## src/core/sfm_pkg.sv

```systemverilog
package sfm_pkg;
  // Register byte offsets
  localparam logic [3:0] ADDR_CTRL    = 4'h0;
  localparam logic [3:0] ADDR_MAXLEN  = 4'h4;
  localparam logic [3:0] ADDR_MASK    = 4'h8;
  localparam logic [3:0] ADDR_STATUS  = 4'hc;
  // Control fields and reset values
  localparam int         CTRL_MODE_BIT   = 0;
  localparam logic       CTRL_RESET      = 1'h0;
  localparam logic [15:0] MAXLEN_RESET   = 16'h0110;
  localparam logic [6:0] MASK_RESET      = 7'h7f;
  // Interrupt mask bit positions
  localparam int MSK_MATCH = 0;
  localparam int MSK_SHORT = 1;
  localparam int MSK_ALIGN = 2;
  localparam int MSK_CHECK = 3;
  localparam int MSK_LONG  = 4;
  localparam int MSK_UP    = 5;
  localparam int MSK_DOWN  = 6;
  // Status field positions
  localparam int ST_ERRCNT_LSB = 0;
  localparam int ST_BAD_LSB   = 8;
  localparam int ST_GOOD_LSB  = 16;
  localparam int ST_FILT_BIT  = 24;
  localparam int ST_OCTM_BIT  = 25;
  // Golden message limits, in octets except GOLD_BITS, which is in bits
  localparam int CHECK_OCTETS   = 2;
  localparam int GOLD_MIN_PAY   = 3;
  localparam int GOLD_MAX_PAY   = 5;
  localparam int GOLD_MIN_OCT   = GOLD_MIN_PAY + CHECK_OCTETS;
  localparam int GOLD_MAX_OCT   = GOLD_MAX_PAY + CHECK_OCTETS;
  localparam int GOLD_BITS      = GOLD_MAX_OCT * 8;
  // Monitor counter widths
  localparam int ERRCNT_W = 6;
  localparam int BAD_W   = 4;
  localparam int GOOD_W  = 8;
endpackage : sfm_pkg

```

## src/core/sfm_rx_monitor.sv

```systemverilog
// Decided for this implementation: the register offsets and the plain strobed port.
`timescale 1ns/1ps
module sfm_rx_monitor #(
  parameter int MAXLEN_W = 16
) (
  input  wire logic        core_clk_in,
  input  wire logic        rst_b_in,
  // Receive path from the deframer, same clock
  input  wire logic        rx_frame_start_in,
  input  wire logic        rx_bit_valid_in,
  input  wire logic        rx_bit_in,
  input  wire logic        rx_octet_in,
  input  wire logic        rx_frame_end_in,
  input  wire logic        rx_abort_in,
  input  wire logic        short_frame_error_in,
  input  wire logic        align_error_in,
  input  wire logic        check_error_in,
  // Register port
  input  wire logic [3:0]  reg_addr_in,
  input  wire logic [31:0] reg_wdata_in,
  input  wire logic        reg_wr_in,
  input  wire logic        reg_rd_in,
  output logic      [31:0] reg_rdata_out,
  // Buffer side
  output logic             store_msg_out,
  output logic             discard_msg_out,
  output logic             filter_active_out,
  // Events toward the interrupt queue
  output logic             filter_match_interrupt_out,
  output logic             short_frame_error_out,
  output logic             align_error_interrupt_out,
  output logic             check_error_interrupt_out,
  output logic             long_frame_error_interrupt_out,
  output logic             error_count_up_interrupt_out,
  output logic             error_count_down_interrupt_out
);

  localparam int SW = sfm_pkg::ERRCNT_W;
  localparam logic [SW-1:0] ERRCNT_MAX = '1;

  logic                        signalling_hdlc_16bit_check_mode;
  logic [MAXLEN_W-1:0]         max_len;
  logic [6:0]                  irq_mask;
  logic                        filter_mode;
  logic [sfm_pkg::GOLD_BITS-1:0] golden;
  logic [sfm_pkg::GOLD_BITS-1:0] capture;
  logic [7:0]                  gold_bits;
  logic [7:0]                  bit_cnt;
  logic [MAXLEN_W-1:0]         oct_cnt;
  logic                        mismatch;
  logic                        long_err;
  logic                        octet_mode;
  logic [sfm_pkg::BAD_W-1:0]   bad_cnt;
  logic [sfm_pkg::GOOD_W-1:0]  good_cnt;
  logic [SW-1:0]               signal_unit_error_rate_counter;
  logic [SW-1:0]               next_error_rate;
  logic                        evt_match;
  logic                        evt_short;
  logic                        evt_align;
  logic                        evt_check;
  logic                        evt_long;
  logic                        evt_up;
  logic                        evt_down;

  ////////////////////////////////////////////////////////////////////////////
  // Frame classification
  logic error_free;
  logic good_end;
  logic qualifies;
  logic bit_miss;
  logic long_now;
  logic bad_wrap;
  logic good_wrap;
  logic [2:0] inc_n;

  assign error_free = !short_frame_error_in && !align_error_in &&
                      !check_error_in && !long_err;
  assign good_end   = rx_frame_end_in && error_free;
  // Payload 3..5 plus two check octets, whole octets only
  assign qualifies  = good_end &&
                      oct_cnt >= MAXLEN_W'(sfm_pkg::GOLD_MIN_OCT) &&
                      oct_cnt <= MAXLEN_W'(sfm_pkg::GOLD_MAX_OCT) &&
                      bit_cnt == 8'(oct_cnt * 8);
  // Longer than golden, or a differing bit
  assign bit_miss   = filter_mode && !mismatch && rx_bit_valid_in &&
                      (bit_cnt >= gold_bits ||
                       golden[bit_cnt[5:0]] != rx_bit_in);
  assign long_now   = rx_octet_in && !long_err &&
                      oct_cnt >= max_len;
  assign bad_wrap   = octet_mode && rx_octet_in &&
                      bad_cnt == '1;
  assign good_wrap  = good_end && good_cnt == '1;
  assign inc_n      = 3'(short_frame_error_in && rx_frame_end_in) +
                      3'(align_error_in && rx_frame_end_in) +
                      3'(check_error_in && rx_frame_end_in) +
                      3'(bad_wrap);

  ////////////////////////////////////////////////////////////////////////////
  // Registers
  always_ff @(posedge core_clk_in or negedge rst_b_in) begin
    if (!rst_b_in) begin
      signalling_hdlc_16bit_check_mode <= sfm_pkg::CTRL_RESET;
      max_len  <= MAXLEN_W'(sfm_pkg::MAXLEN_RESET);
      irq_mask <= sfm_pkg::MASK_RESET;
    end else if (reg_wr_in) begin
      if (reg_addr_in == sfm_pkg::ADDR_CTRL) begin
        signalling_hdlc_16bit_check_mode <=
          reg_wdata_in[sfm_pkg::CTRL_MODE_BIT];
      end else if (reg_addr_in == sfm_pkg::ADDR_MAXLEN) begin
        max_len <= reg_wdata_in[MAXLEN_W-1:0];
      end else if (reg_addr_in == sfm_pkg::ADDR_MASK) begin
        irq_mask <= reg_wdata_in[6:0];
      end
    end
  end

  always_ff @(posedge core_clk_in or negedge rst_b_in) begin
    if (!rst_b_in) begin
      reg_rdata_out <= 32'h0;
    end else if (!reg_rd_in) begin
      reg_rdata_out <= 32'h0;
    end else if (reg_addr_in == sfm_pkg::ADDR_CTRL) begin
      reg_rdata_out <= 32'(signalling_hdlc_16bit_check_mode);
    end else if (reg_addr_in == sfm_pkg::ADDR_MAXLEN) begin
      reg_rdata_out <= 32'(max_len);
    end else if (reg_addr_in == sfm_pkg::ADDR_MASK) begin
      reg_rdata_out <= 32'(irq_mask);
    end else if (reg_addr_in == sfm_pkg::ADDR_STATUS) begin
      reg_rdata_out <=
        (32'(signal_unit_error_rate_counter) << sfm_pkg::ST_ERRCNT_LSB) |
        (32'(bad_cnt)     << sfm_pkg::ST_BAD_LSB) |
        (32'(good_cnt)    << sfm_pkg::ST_GOOD_LSB) |
        (32'(filter_mode) << sfm_pkg::ST_FILT_BIT) |
        (32'(octet_mode)  << sfm_pkg::ST_OCTM_BIT);
    end else begin
      reg_rdata_out <= 32'h0;
    end
  end

  ////////////////////////////////////////////////////////////////////////////
  // Per-frame bookkeeping
  always_ff @(posedge core_clk_in or negedge rst_b_in) begin
    if (!rst_b_in) begin
      bit_cnt  <= 8'h0;
      oct_cnt  <= '0;
      capture  <= '0;
      mismatch <= 1'b0;
      long_err <= 1'b0;
    end else if (rx_frame_start_in || rx_abort_in || rx_frame_end_in) begin
      bit_cnt  <= 8'h0;
      oct_cnt  <= '0;
      mismatch <= 1'b0;
      long_err <= 1'b0;
    end else begin
      if (rx_bit_valid_in) begin
        if (bit_cnt < 8'(sfm_pkg::GOLD_BITS)) begin
          capture[bit_cnt[5:0]] <= rx_bit_in;
        end
        if (bit_cnt != 8'hff) begin
          bit_cnt <= bit_cnt + 8'h1;
        end
      end
      if (rx_octet_in && oct_cnt != '1) begin
        oct_cnt <= oct_cnt + 1'b1;
      end
      if (bit_miss) begin
        mismatch <= 1'b1;
      end
      if (long_now) begin
        long_err <= 1'b1;
      end
    end
  end

  ////////////////////////////////////////////////////////////////////////////
  // Message filtering
  always_ff @(posedge core_clk_in or negedge rst_b_in) begin
    if (!rst_b_in) begin
      filter_mode     <= 1'b0;
      golden          <= '0;
      gold_bits       <= 8'h0;
      store_msg_out   <= 1'b0;
      discard_msg_out <= 1'b0;
      evt_match       <= 1'b0;
    end else begin
      store_msg_out   <= 1'b0;
      discard_msg_out <= 1'b0;
      evt_match       <= 1'b0;
      if (!signalling_hdlc_16bit_check_mode) begin
        filter_mode <= 1'b0;
        store_msg_out <= rx_frame_end_in;
      end else if (bit_miss) begin
        filter_mode <= 1'b0;
      end else if (rx_frame_end_in && filter_mode && !mismatch &&
                   bit_cnt == gold_bits) begin
        evt_match       <= 1'b1;
        discard_msg_out <= 1'b1;
      end else if (rx_frame_end_in) begin
        store_msg_out <= 1'b1;
        filter_mode   <= qualifies;
        if (qualifies) begin
          golden    <= capture;
          gold_bits <= bit_cnt;
        end
      end
    end
  end

  assign filter_active_out = filter_mode;

  ////////////////////////////////////////////////////////////////////////////
  // Bad-octet and good-message counters
  always_ff @(posedge core_clk_in or negedge rst_b_in) begin
    if (!rst_b_in) begin
      octet_mode <= 1'b0;
      bad_cnt    <= '0;
    end else if (!octet_mode && (rx_abort_in || long_now)) begin
      octet_mode <= 1'b1;
      bad_cnt    <= '0;
    end else if (octet_mode && good_end) begin
      octet_mode <= 1'b0;
    end else if (octet_mode && rx_octet_in) begin
      bad_cnt <= bad_cnt + 1'b1;
    end
  end

  always_ff @(posedge core_clk_in or negedge rst_b_in) begin
    if (!rst_b_in) begin
      good_cnt <= '0;
    end else if (good_end) begin
      good_cnt <= good_cnt + 1'b1;
    end
  end

  ////////////////////////////////////////////////////////////////////////////
  // Leaky-bucket error rate counter
  always_comb begin
    logic [SW+2:0] sum;
    sum = (SW+3)'(signal_unit_error_rate_counter) + (SW+3)'(inc_n);
    if (good_wrap && sum != '0) begin
      sum = sum - (SW+3)'(1);
    end
    if (sum > (SW+3)'(ERRCNT_MAX)) begin
      next_error_rate = ERRCNT_MAX;
    end else begin
      next_error_rate = sum[SW-1:0];
    end
  end

  always_ff @(posedge core_clk_in or negedge rst_b_in) begin
    if (!rst_b_in) begin
      signal_unit_error_rate_counter <= '0;
      evt_up   <= 1'b0;
      evt_down <= 1'b0;
    end else begin
      signal_unit_error_rate_counter <= next_error_rate;
      evt_up   <= next_error_rate > signal_unit_error_rate_counter;
      evt_down <= next_error_rate < signal_unit_error_rate_counter;
    end
  end

  always_ff @(posedge core_clk_in or negedge rst_b_in) begin
    if (!rst_b_in) begin
      evt_short <= 1'b0;
      evt_align <= 1'b0;
      evt_check <= 1'b0;
      evt_long  <= 1'b0;
    end else begin
      evt_short <= rx_frame_end_in && short_frame_error_in;
      evt_align <= rx_frame_end_in && align_error_in;
      evt_check <= rx_frame_end_in && check_error_in;
      evt_long  <= long_now;
    end
  end

  assign filter_match_interrupt_out =
    evt_match && irq_mask[sfm_pkg::MSK_MATCH];
  assign short_frame_error_out = evt_short && irq_mask[sfm_pkg::MSK_SHORT];
  assign align_error_interrupt_out = evt_align && irq_mask[sfm_pkg::MSK_ALIGN];
  assign check_error_interrupt_out = evt_check && irq_mask[sfm_pkg::MSK_CHECK];
  assign long_frame_error_interrupt_out =
    evt_long && irq_mask[sfm_pkg::MSK_LONG];
  assign error_count_up_interrupt_out = evt_up && irq_mask[sfm_pkg::MSK_UP];
  assign error_count_down_interrupt_out =
    evt_down && irq_mask[sfm_pkg::MSK_DOWN];
endmodule : sfm_rx_monitor

```

## config.mk

```make
export PLATFORM = sky130hd
export DESIGN_NAME = sfm_rx_monitor
export DESIGN_NICKNAME = d
export VERILOG_FILES = /design/src/core/sfm_pkg.sv /design/src/core/sfm_rx_monitor.sv
export SDC_FILE = /design/constraint.sdc
export NUM_CORES = 1
export LEC_CHECK = 0
export ABC_AREA = 1
export BUFFER_PORTS_ARGS = -buffer_cell sky130_fd_sc_hd__buf_2
export CELL_PAD_IN_SITES_DETAIL_PLACEMENT = 1
export CELL_PAD_IN_SITES_GLOBAL_PLACEMENT = 2
export CORE_MARGIN = 4
export CORE_UTILIZATION = 36
export CTS_BUF_LIST = sky130_fd_sc_hd__clkbuf_8
export CTS_CLUSTER_SIZE = 14
export DETAILED_ROUTE_END_ITERATION = 16
export GPL_TIMING_DRIVEN = 0
export PLACE_DENSITY = 0.89
export SLEW_MARGIN = 10
export SYNTH_ARGS = -nofsm -noshare
export SYNTH_HDL_FRONTEND = slang
export SYNTH_SLANG_ARGS = --single-unit
```

## constraint.sdc

```tcl
create_clock -name core_clk_in -period 7.1 [get_ports core_clk_in]
set_clock_uncertainty 0.05 [all_clocks]
set_input_delay 0.71 -clock core_clk_in [delete_from_list [all_inputs] [get_ports core_clk_in]]
set_output_delay 0.71 -clock core_clk_in [all_outputs]
set_load 0.01 [all_outputs]
```

==> results of run 1 <==
-- how the worst max path moves through the flow --
| stage | startpoint | endpoint | slack, ns |
|---|---|---|---|
| 2_1_floorplan | rx_frame_end_in | evt_up | 2.80 |
| 3_3_place_gp | rst_b_in | golden[17] | 1.17 |
| 3_5_place_dp | rx_frame_end_in | evt_up | 1.94 |
| 4_1_cts | bad_cnt[0] | evt_up | 2.11 |
| 5_1_grt | bad_cnt[0] | evt_up | 1.71 |
| 6_report | bad_cnt[0] | evt_up | 2.16 |
-- metal layers --
layer  wire, um  up-vias  track usage
met4        645        0       0.0504
met2      16200      168        0.335
met1      15900     4814        0.286
li1           -     4650            -
met5          0        -            0
met3       1230       45       0.0272
-- worst max-delay path, delay by kind of cell (launching register included) --
family,cells,cell delay (ns)
compound gates,3,0.38
fa+ha+maj,5,1.82
buf+inv,2,0.17
simple gates,13,2.00
flops,1,0.42
-- sequential cells by signal, summed over array words and instances (netlist names), 4 cells and up --
signal,flops
capture,56
golden,56
reg_rdata_out,26
max_len,16
oct_cnt,16
bit_cnt,8
gold_bits,8
good_cnt,8
irq_mask,7
signal_unit_error_rate_counter,6
bad_cnt,4
-- power by group --
part | internal, mW | switching, mW
Clock | 0.715 | 0.556
Sequential | 1.38 | 0.0740
Combinational | 0.203 | 0.370
Total | 2.29 | 1.00
-- cell type report --
cell class	instances	area, um^2	area share
multi-input cells	909	4810	0.366
plain buffers	60	320	0.0244
repair buffers	69	405	0.0308
flip-flops and latches	224	5620	0.427
inverters	170	638	0.0485
well taps	396	495	0.0377
clock buffers	54	743	0.0565
clock inverters	21	111	0.00847
-- placed cells by master (no fill, tap or decap), types with 7 or more instances in the layout --
master      n
o21ai_0    49
xor2_1     19
dfstp_2     9
nor2_1    108
clkbuf_8   54
mux2_2     35
nor3_1     29
nand4_1    78
a21oi_1    50
nand2_1   375
inv_2       7
o21a_1     11
buf_4       8
buf_2      81
clkbuf_1   30
a221oi_1    7
dfrtp_1   215
nand3_1    53
ha_1       40
inv_1     179
-- kinds of logic (layout without fill, tap and decap cells) --
kind of cell / count (synthesis) / in the layout
multiplexers: 36 / 36
buffers and inverters: 230 / 374
AO/OA/AOI/OAI: 142 / 142
XOR/XNOR: 21 / 21
flip-flops: 224 / 224
adder cells (fa/ha/maj): 43 / 43
AND/OR/NAND/NOR: 661 / 661
other: 1 / 6
==> flow_metrics.py, run 1 <==
metrics = {
    "synth": {
        "yosysUniqueCellTypes": 47,
        "synthAdderAreaFrac": 0.0493,
        "yosys_warnings": 0,
        "synthCells": 1358,
        "synth_edf_count": 0,
        "synthSimpleGateAreaFrac": 0.248,
        "synthMuxAreaShare": 0.0355,
        "yosys.area_share.xor_xnor": 0.0162,
        "synth_area_mm2": 0.0114,
        "avgSynthCellArea_um2": 8.37,
        "ys_seq_area_frac": 0.494,
        "synthArstFlopShare": 1.00,
        "synthTopCellsByArea": "dfrtp_1 47%, nand2_1 12%, inv_1 5.3%",
        "synth.most_common_cell": "nand2_1",
        "synth_common_cells": "375 x nand2_1, 215 x dfrtp_1, 162 x inv_1",
        "synth_top_family_by_area": "simple AND/OR/NAND/NOR gates",
        "synth_area_leader_cell": "dfrtp_1",
        "ys_ff_latch": 224,
        "netlist.area_leader.share": 0.473,
        "synth_ff_type": "dfrtp_1",
        "synth_compound_area_frac": 0.0720,
    },
    "clock_network": {
        "postCtsSetupBuffers": 0,
        "path_clk_slew_ns": 0.06,
        "worstSkewPairLatency_ns": 0.54,
        "ctsResizeCount": 0,
        "cts_sinks": 224,
        "cts_tree": "yes",
        "clock_path_buffers": 3,
        "cts-root-buf": "clkbuf_8",
        "cts_hold_buffers": 1,
        "cts_max_level": 2,
        "cts_buffers": 41,
    },
    "finish": {
        "area_growth_pct": 15.6,
        "fin_util": 0.425,
        "nFillCells": 3766,
        "fin_area_mm2": 0.0131,
        "instances_no_fill": 1903,
        "finalNetCount": 1567,
        "drive_gt1_frac": 0.140,
        "antenna_cells": 0,
    },
    "floorplanning": {
        "fp.dieH_um": 186,
        "die_area_mm2": 0.0345,
        "coreArea_mm2": 0.0309,
        "pin_count": 91,
        "die_x_um": 186,
        "placementRows": 64,
        "initial_core_util": 0.368,
    },
    "worst_setup_path": {
        "critPathArrivalTime_ns": 5.35,
        "r2r_setup_slack_ns": 2.16,
        "cp_slowest_cell": "fa_1",
        "path_max_fanout": 10,
        "worstPathCellList": "ha_1 > nand3_1 > nand3b_1 > fa_1 > inv_1 > fa_1 > fa_1 > or2_2 > nand2_1 > and2_1 > nand2_1 > nor2_1 > nand3_1 > nand2_1 > inv_2 > nand3_1 > nand4_1 > ha_1 > nand2_1 > nor2_1 > o21ai_0 > o211a_1 > a31oi_1",
        "start_kind": "register",
        "reg2reg_to": "evt_up",
        "r2r_start": "bad_cnt[0]",
        "slowest_delay_ns": 0.49,
        "reg2reg_depth": 23,
        "path_class": "reg -> reg",
        "end_kind": "register",
        "critPathMostFrequentCell": "nand2_1",
        "required_ns": 7.51,
    },
    "power_and_ir_drop": {
        "p_per_area_mw_per_mm2": 251,
        "ir_drop_v": 0.000150,
        "total_power_mw": 3.29,
        "p_leak_nw": 6.92,
    },
    "detailed_routing": {
        "wire_per_inst_um": 17.9,
        "vias": 9677,
        "drc_errors": 0,
        "dr.pass1.iters": 4,
        "ant_nets": 0,
        "totalWireLength_um": 34000,
        "drt_iter0_drc": 554,
        "via_per_inst": 5.09,
    },
    "grt": {
        "grt_use_total": 0.203,
        "grt_max_degree": 105,
        "grt_pass1_wl_um": 56100,
        "antenna_found_initial": 0,
        "grt_overflow": 0,
        "grt_pass1_vias": 10400,
    },
    "sta": {
        "tightestPinTransition_ns": 1.12,
        "rsz0062_at_grt": "false",
        "slew_viol_final": 0,
        "period_share": 0.695,
        "finalSetupViolations": 0,
        "tns_ns": 0,
        "hold_slack_ns": 0.371,
        "slew-limit-headroom": 0.252,
        "fmax_mhz": 203,
        "hold_viol_final": 0,
        "min_period_ns": 4.94,
        "setup_ws_ns": 2.16,
    },
    "flow_run": {
        "drv_cap": 0,
    },
    "placed_design": {
        "io_buffers": 66,
        "place_ws_ns": 1.94,
        "placed_cells": 1827,
        "gp_congestion": 0.852,
        "hpwl_um": 24000,
        "place_area_mm2": 0.0123,
    },
    "hold_path": {
        "hp-class": "in -> reg",
        "whs_path_depth": 3,
        "min_from": "reg_wdata_in[5]",
        "whs_endpoint": "irq_mask[5]",
    },
    "run_status": {
        "status": "completed",
    },
}
(Power assumes the default switching activity.)
==> run 2, diff against run 1 <==
Settings changed: CORE_UTILIZATION 36 to 34, PLACE_DENSITY 0.89 to 0.88.
Clock period 7.1 ns to 4.05 ns, I/O delays scaled along.
==> run 2 against run 1 <==
- fmax is 13% higher
- clock-buffer cell count decreased by 1
- the run now ends with setup timing left
- first-iteration DRC count rose by 4.9%
- core utilization is 1.1 points lower
- combinational power grew to 2.7 times the previous value
- final cell count rose by 3.5%
- global-route usage decreased by 0.84 points
- via count increased by 1.6%
- hold slack lost 0.32 ns
- power rose by 93%
==> flow_metrics.py, run 2 (synthesis results as in run 1) <==
metrics = {
    "run_status": {
        "status": "finished, violations left",
        "violations": "setup timing",
    },
    "power_and_ir_drop": {
        "p_per_area_mw_per_mm2": 468,
        "p_sw_mw": 1.99,
        "clkPwrFrac": 0.360,
        "internal_power_mw": 4.36,
        "p_leak_nw": 7.07,
        "p_seq_frac": 0.399,
        "ir_drop_v": 0.000451,
        "p_sw_frac": 0.314,
        "total_power_mw": 6.36,
        "comb_power_share": 0.240,
    },
    "clock_network": {
        "path_clk_slew_ns": 0.06,
        "clock_path_buffers": 3,
        "cts_tree": "yes",
        "cts_buffers": 41,
        "cts_sinks": 224,
        "worstSkewPairLatency_ns": 0.55,
        "cts-root-buf": "clkbuf_8",
        "cts_max_level": 2,
    },
    "placed_design": {
        "gp_congestion": 0.856,
        "io_buffers": 66,
        "hpwl_um": 24200,
        "place_ws_ns": -0.756,
    },
    "worst_setup_path": {
        "slowest_delay_ns": 0.49,
        "worstPathCellList": "ha_2 > nand3_1 > nand3b_1 > fa_1 > inv_1 > fa_2 > fa_2 > or2_4 > nand2_4 > and2_4 > nand2_4 > nor2_4 > nand3_2 > nand2_4 > buf_6 > nand2_2 > nand2_1 > nand4_1 > ha_4 > buf_4 > a21oi_1 > o211a_1 > a31oi_1",
        "critPathArrivalTime_ns": 4.78,
        "cp_slowest_cell": "fa_1",
        "path_max_fanout": 3,
        "critical-path-top-delay-family": "adder cells",
        "path_class": "reg -> reg",
        "required_ns": 4.47,
        "start_kind": "register",
        "end_kind": "register",
        "critPathMostFrequentCell": "nand2_4",
        "crit_buf_inv": 3,
    },
    "grt": {
        "grt_pass1_wl_um": 56800,
        "grt_overflow": 0,
        "antenna_found_initial": 0,
        "grt_pass1_vias": 10300,
        "grt_max_degree": 106,
        "grt_use_total": 0.195,
    },
    "detailed_routing": {
        "drt_iter0_drc": 581,
        "dr.pass1.iters": 5,
        "drc_errors": 0,
        "wire_per_inst_um": 17.9,
        "totalWireLength_um": 35200,
        "vias": 9830,
        "ant_nets": 0,
        "via_per_inst": 4.99,
    },
    "sta": {
        "period_share": 1.08,
        "min_period_ns": 4.36,
        "slew_viol_final": 0,
        "hold_viol_final": 0,
        "fmax_mhz": 229,
        "rsz0062_at_grt": "true",
        "finalSetupViolations": 3,
        "tightestPinTransition_ns": 1.14,
        "slew-limit-headroom": 0.241,
        "setup_ws_ns": -0.309,
    },
    "finish": {
        "mostFrequentLayoutCells": "366 x nand2_1, 215 x dfrtp_1, 174 x inv_1",
        "top_regs": "capture x56, golden x56, reg_rdata_out x26",
        "finalNetCount": 1588,
        "multi_input_area_mm2": 0.00497,
        "area_growth_pct": 19.3,
        "antenna_cells": 0,
        "drive_gt1_frac": 0.172,
        "final_common_cell": "nand2_1",
        "fin_util": 0.414,
        "nFillCells": 3955,
        "area.sequential_mm2": 0.00562,
    },
    "floorplanning": {
        "die_x_um": 191,
        "coreArea_mm2": 0.0328,
        "die_area_mm2": 0.0364,
        "placementRows": 66,
        "fp.dieH_um": 191,
        "pin_count": 91,
        "initial_core_util": 0.347,
    },
    "hold_path": {
        "hp-class": "in -> reg",
    },
    "flow_run": {
        "drv_cap": 0,
    },
}
run 2: final timing paths:
kind                                 start                           endpoint  slack, ns  cells after the start
min in group asynchronous         rst_b_in  signal_unit_error_rate_counter[4]       0.21                      2
max reg2reg                     bad_cnt[0]                             evt_up      -0.31                     23
max in group asynchronous         rst_b_in                        capture[35]       2.90                      3
max                             bad_cnt[0]                             evt_up      -0.31                     23
min reg2reg                   gold_bits[2]                       gold_bits[2]       0.43                      2
min                        reg_wdata_in[4]                         max_len[4]       0.05                      3
run 2: area by class of cell:
cell class	instances	area share
Clock buffer	53	0.0538
Inverter	170	0.0476
Tap cell	442	0.0408
Multi-Input combinational cell	909	0.367
Timing Repair Buffer	90	0.0434
Buffer	60	0.0236
Sequential cell	224	0.414
Clock inverter	21	0.0104
run 2: routing by layer:
layer,up-vias,wire (um),track usage
li1,4688,-,-
met1,4936,16300,0.265
met2,142,16900,0.329
met3,64,1150,0.0275
met4,0,855,0.0506
met5,-,0,0
run 2: timing repair:
item | in CTS | in global routing
setup buffers | 16 | 5
resized for setup | 35 | 5
endpoints found under the setup margin | 2 | 3
endpoints found under the hold margin | 54 | 0
hold buffers | 1 | 0
pin swaps | 5 | 5
run 2: stage by stage:
stage / instances / cell area [um^2] / hold slack (ns) / setup TNS, ns
5_1_grt: 1969 / 13600 / 0.0389 / -1.52
2_1_floorplan: 1363 / 11400 / 0.0594 / -0.0267
3_5_place_dp: 1873 / 12400 / 0.196 / -1.38
4_1_cts: 1964 / 13500 / 0.0261 / -0.668
6_report: 1969 / 13600 / 0.0531 / -0.880
3_3_place_gp: 1871 / 12300 / 0.406 / -329.39
run 2: worst reg2reg max path, delay by kind of cell, from the launching register on:
kind	cells	cell delay [ns]
buf+inv	3	0.26
simple gates	12	1.40
fa+ha+maj	5	1.75
flops	1	0.36
compound gates	3	0.45
run 2: power groups by stage:
stage | sequential [mW] | clock [mW] | combinational [mW]
global route | 2.56 | 2.45 | 1.69
global placement | 2.57 | 0 | 0.986
finish | 2.54 | 2.29 | 1.53
detailed placement | 2.58 | 0 | 1.05
CTS | 2.53 | 2.34 | 1.37
floorplan | 2.54 | 0 | 0.713
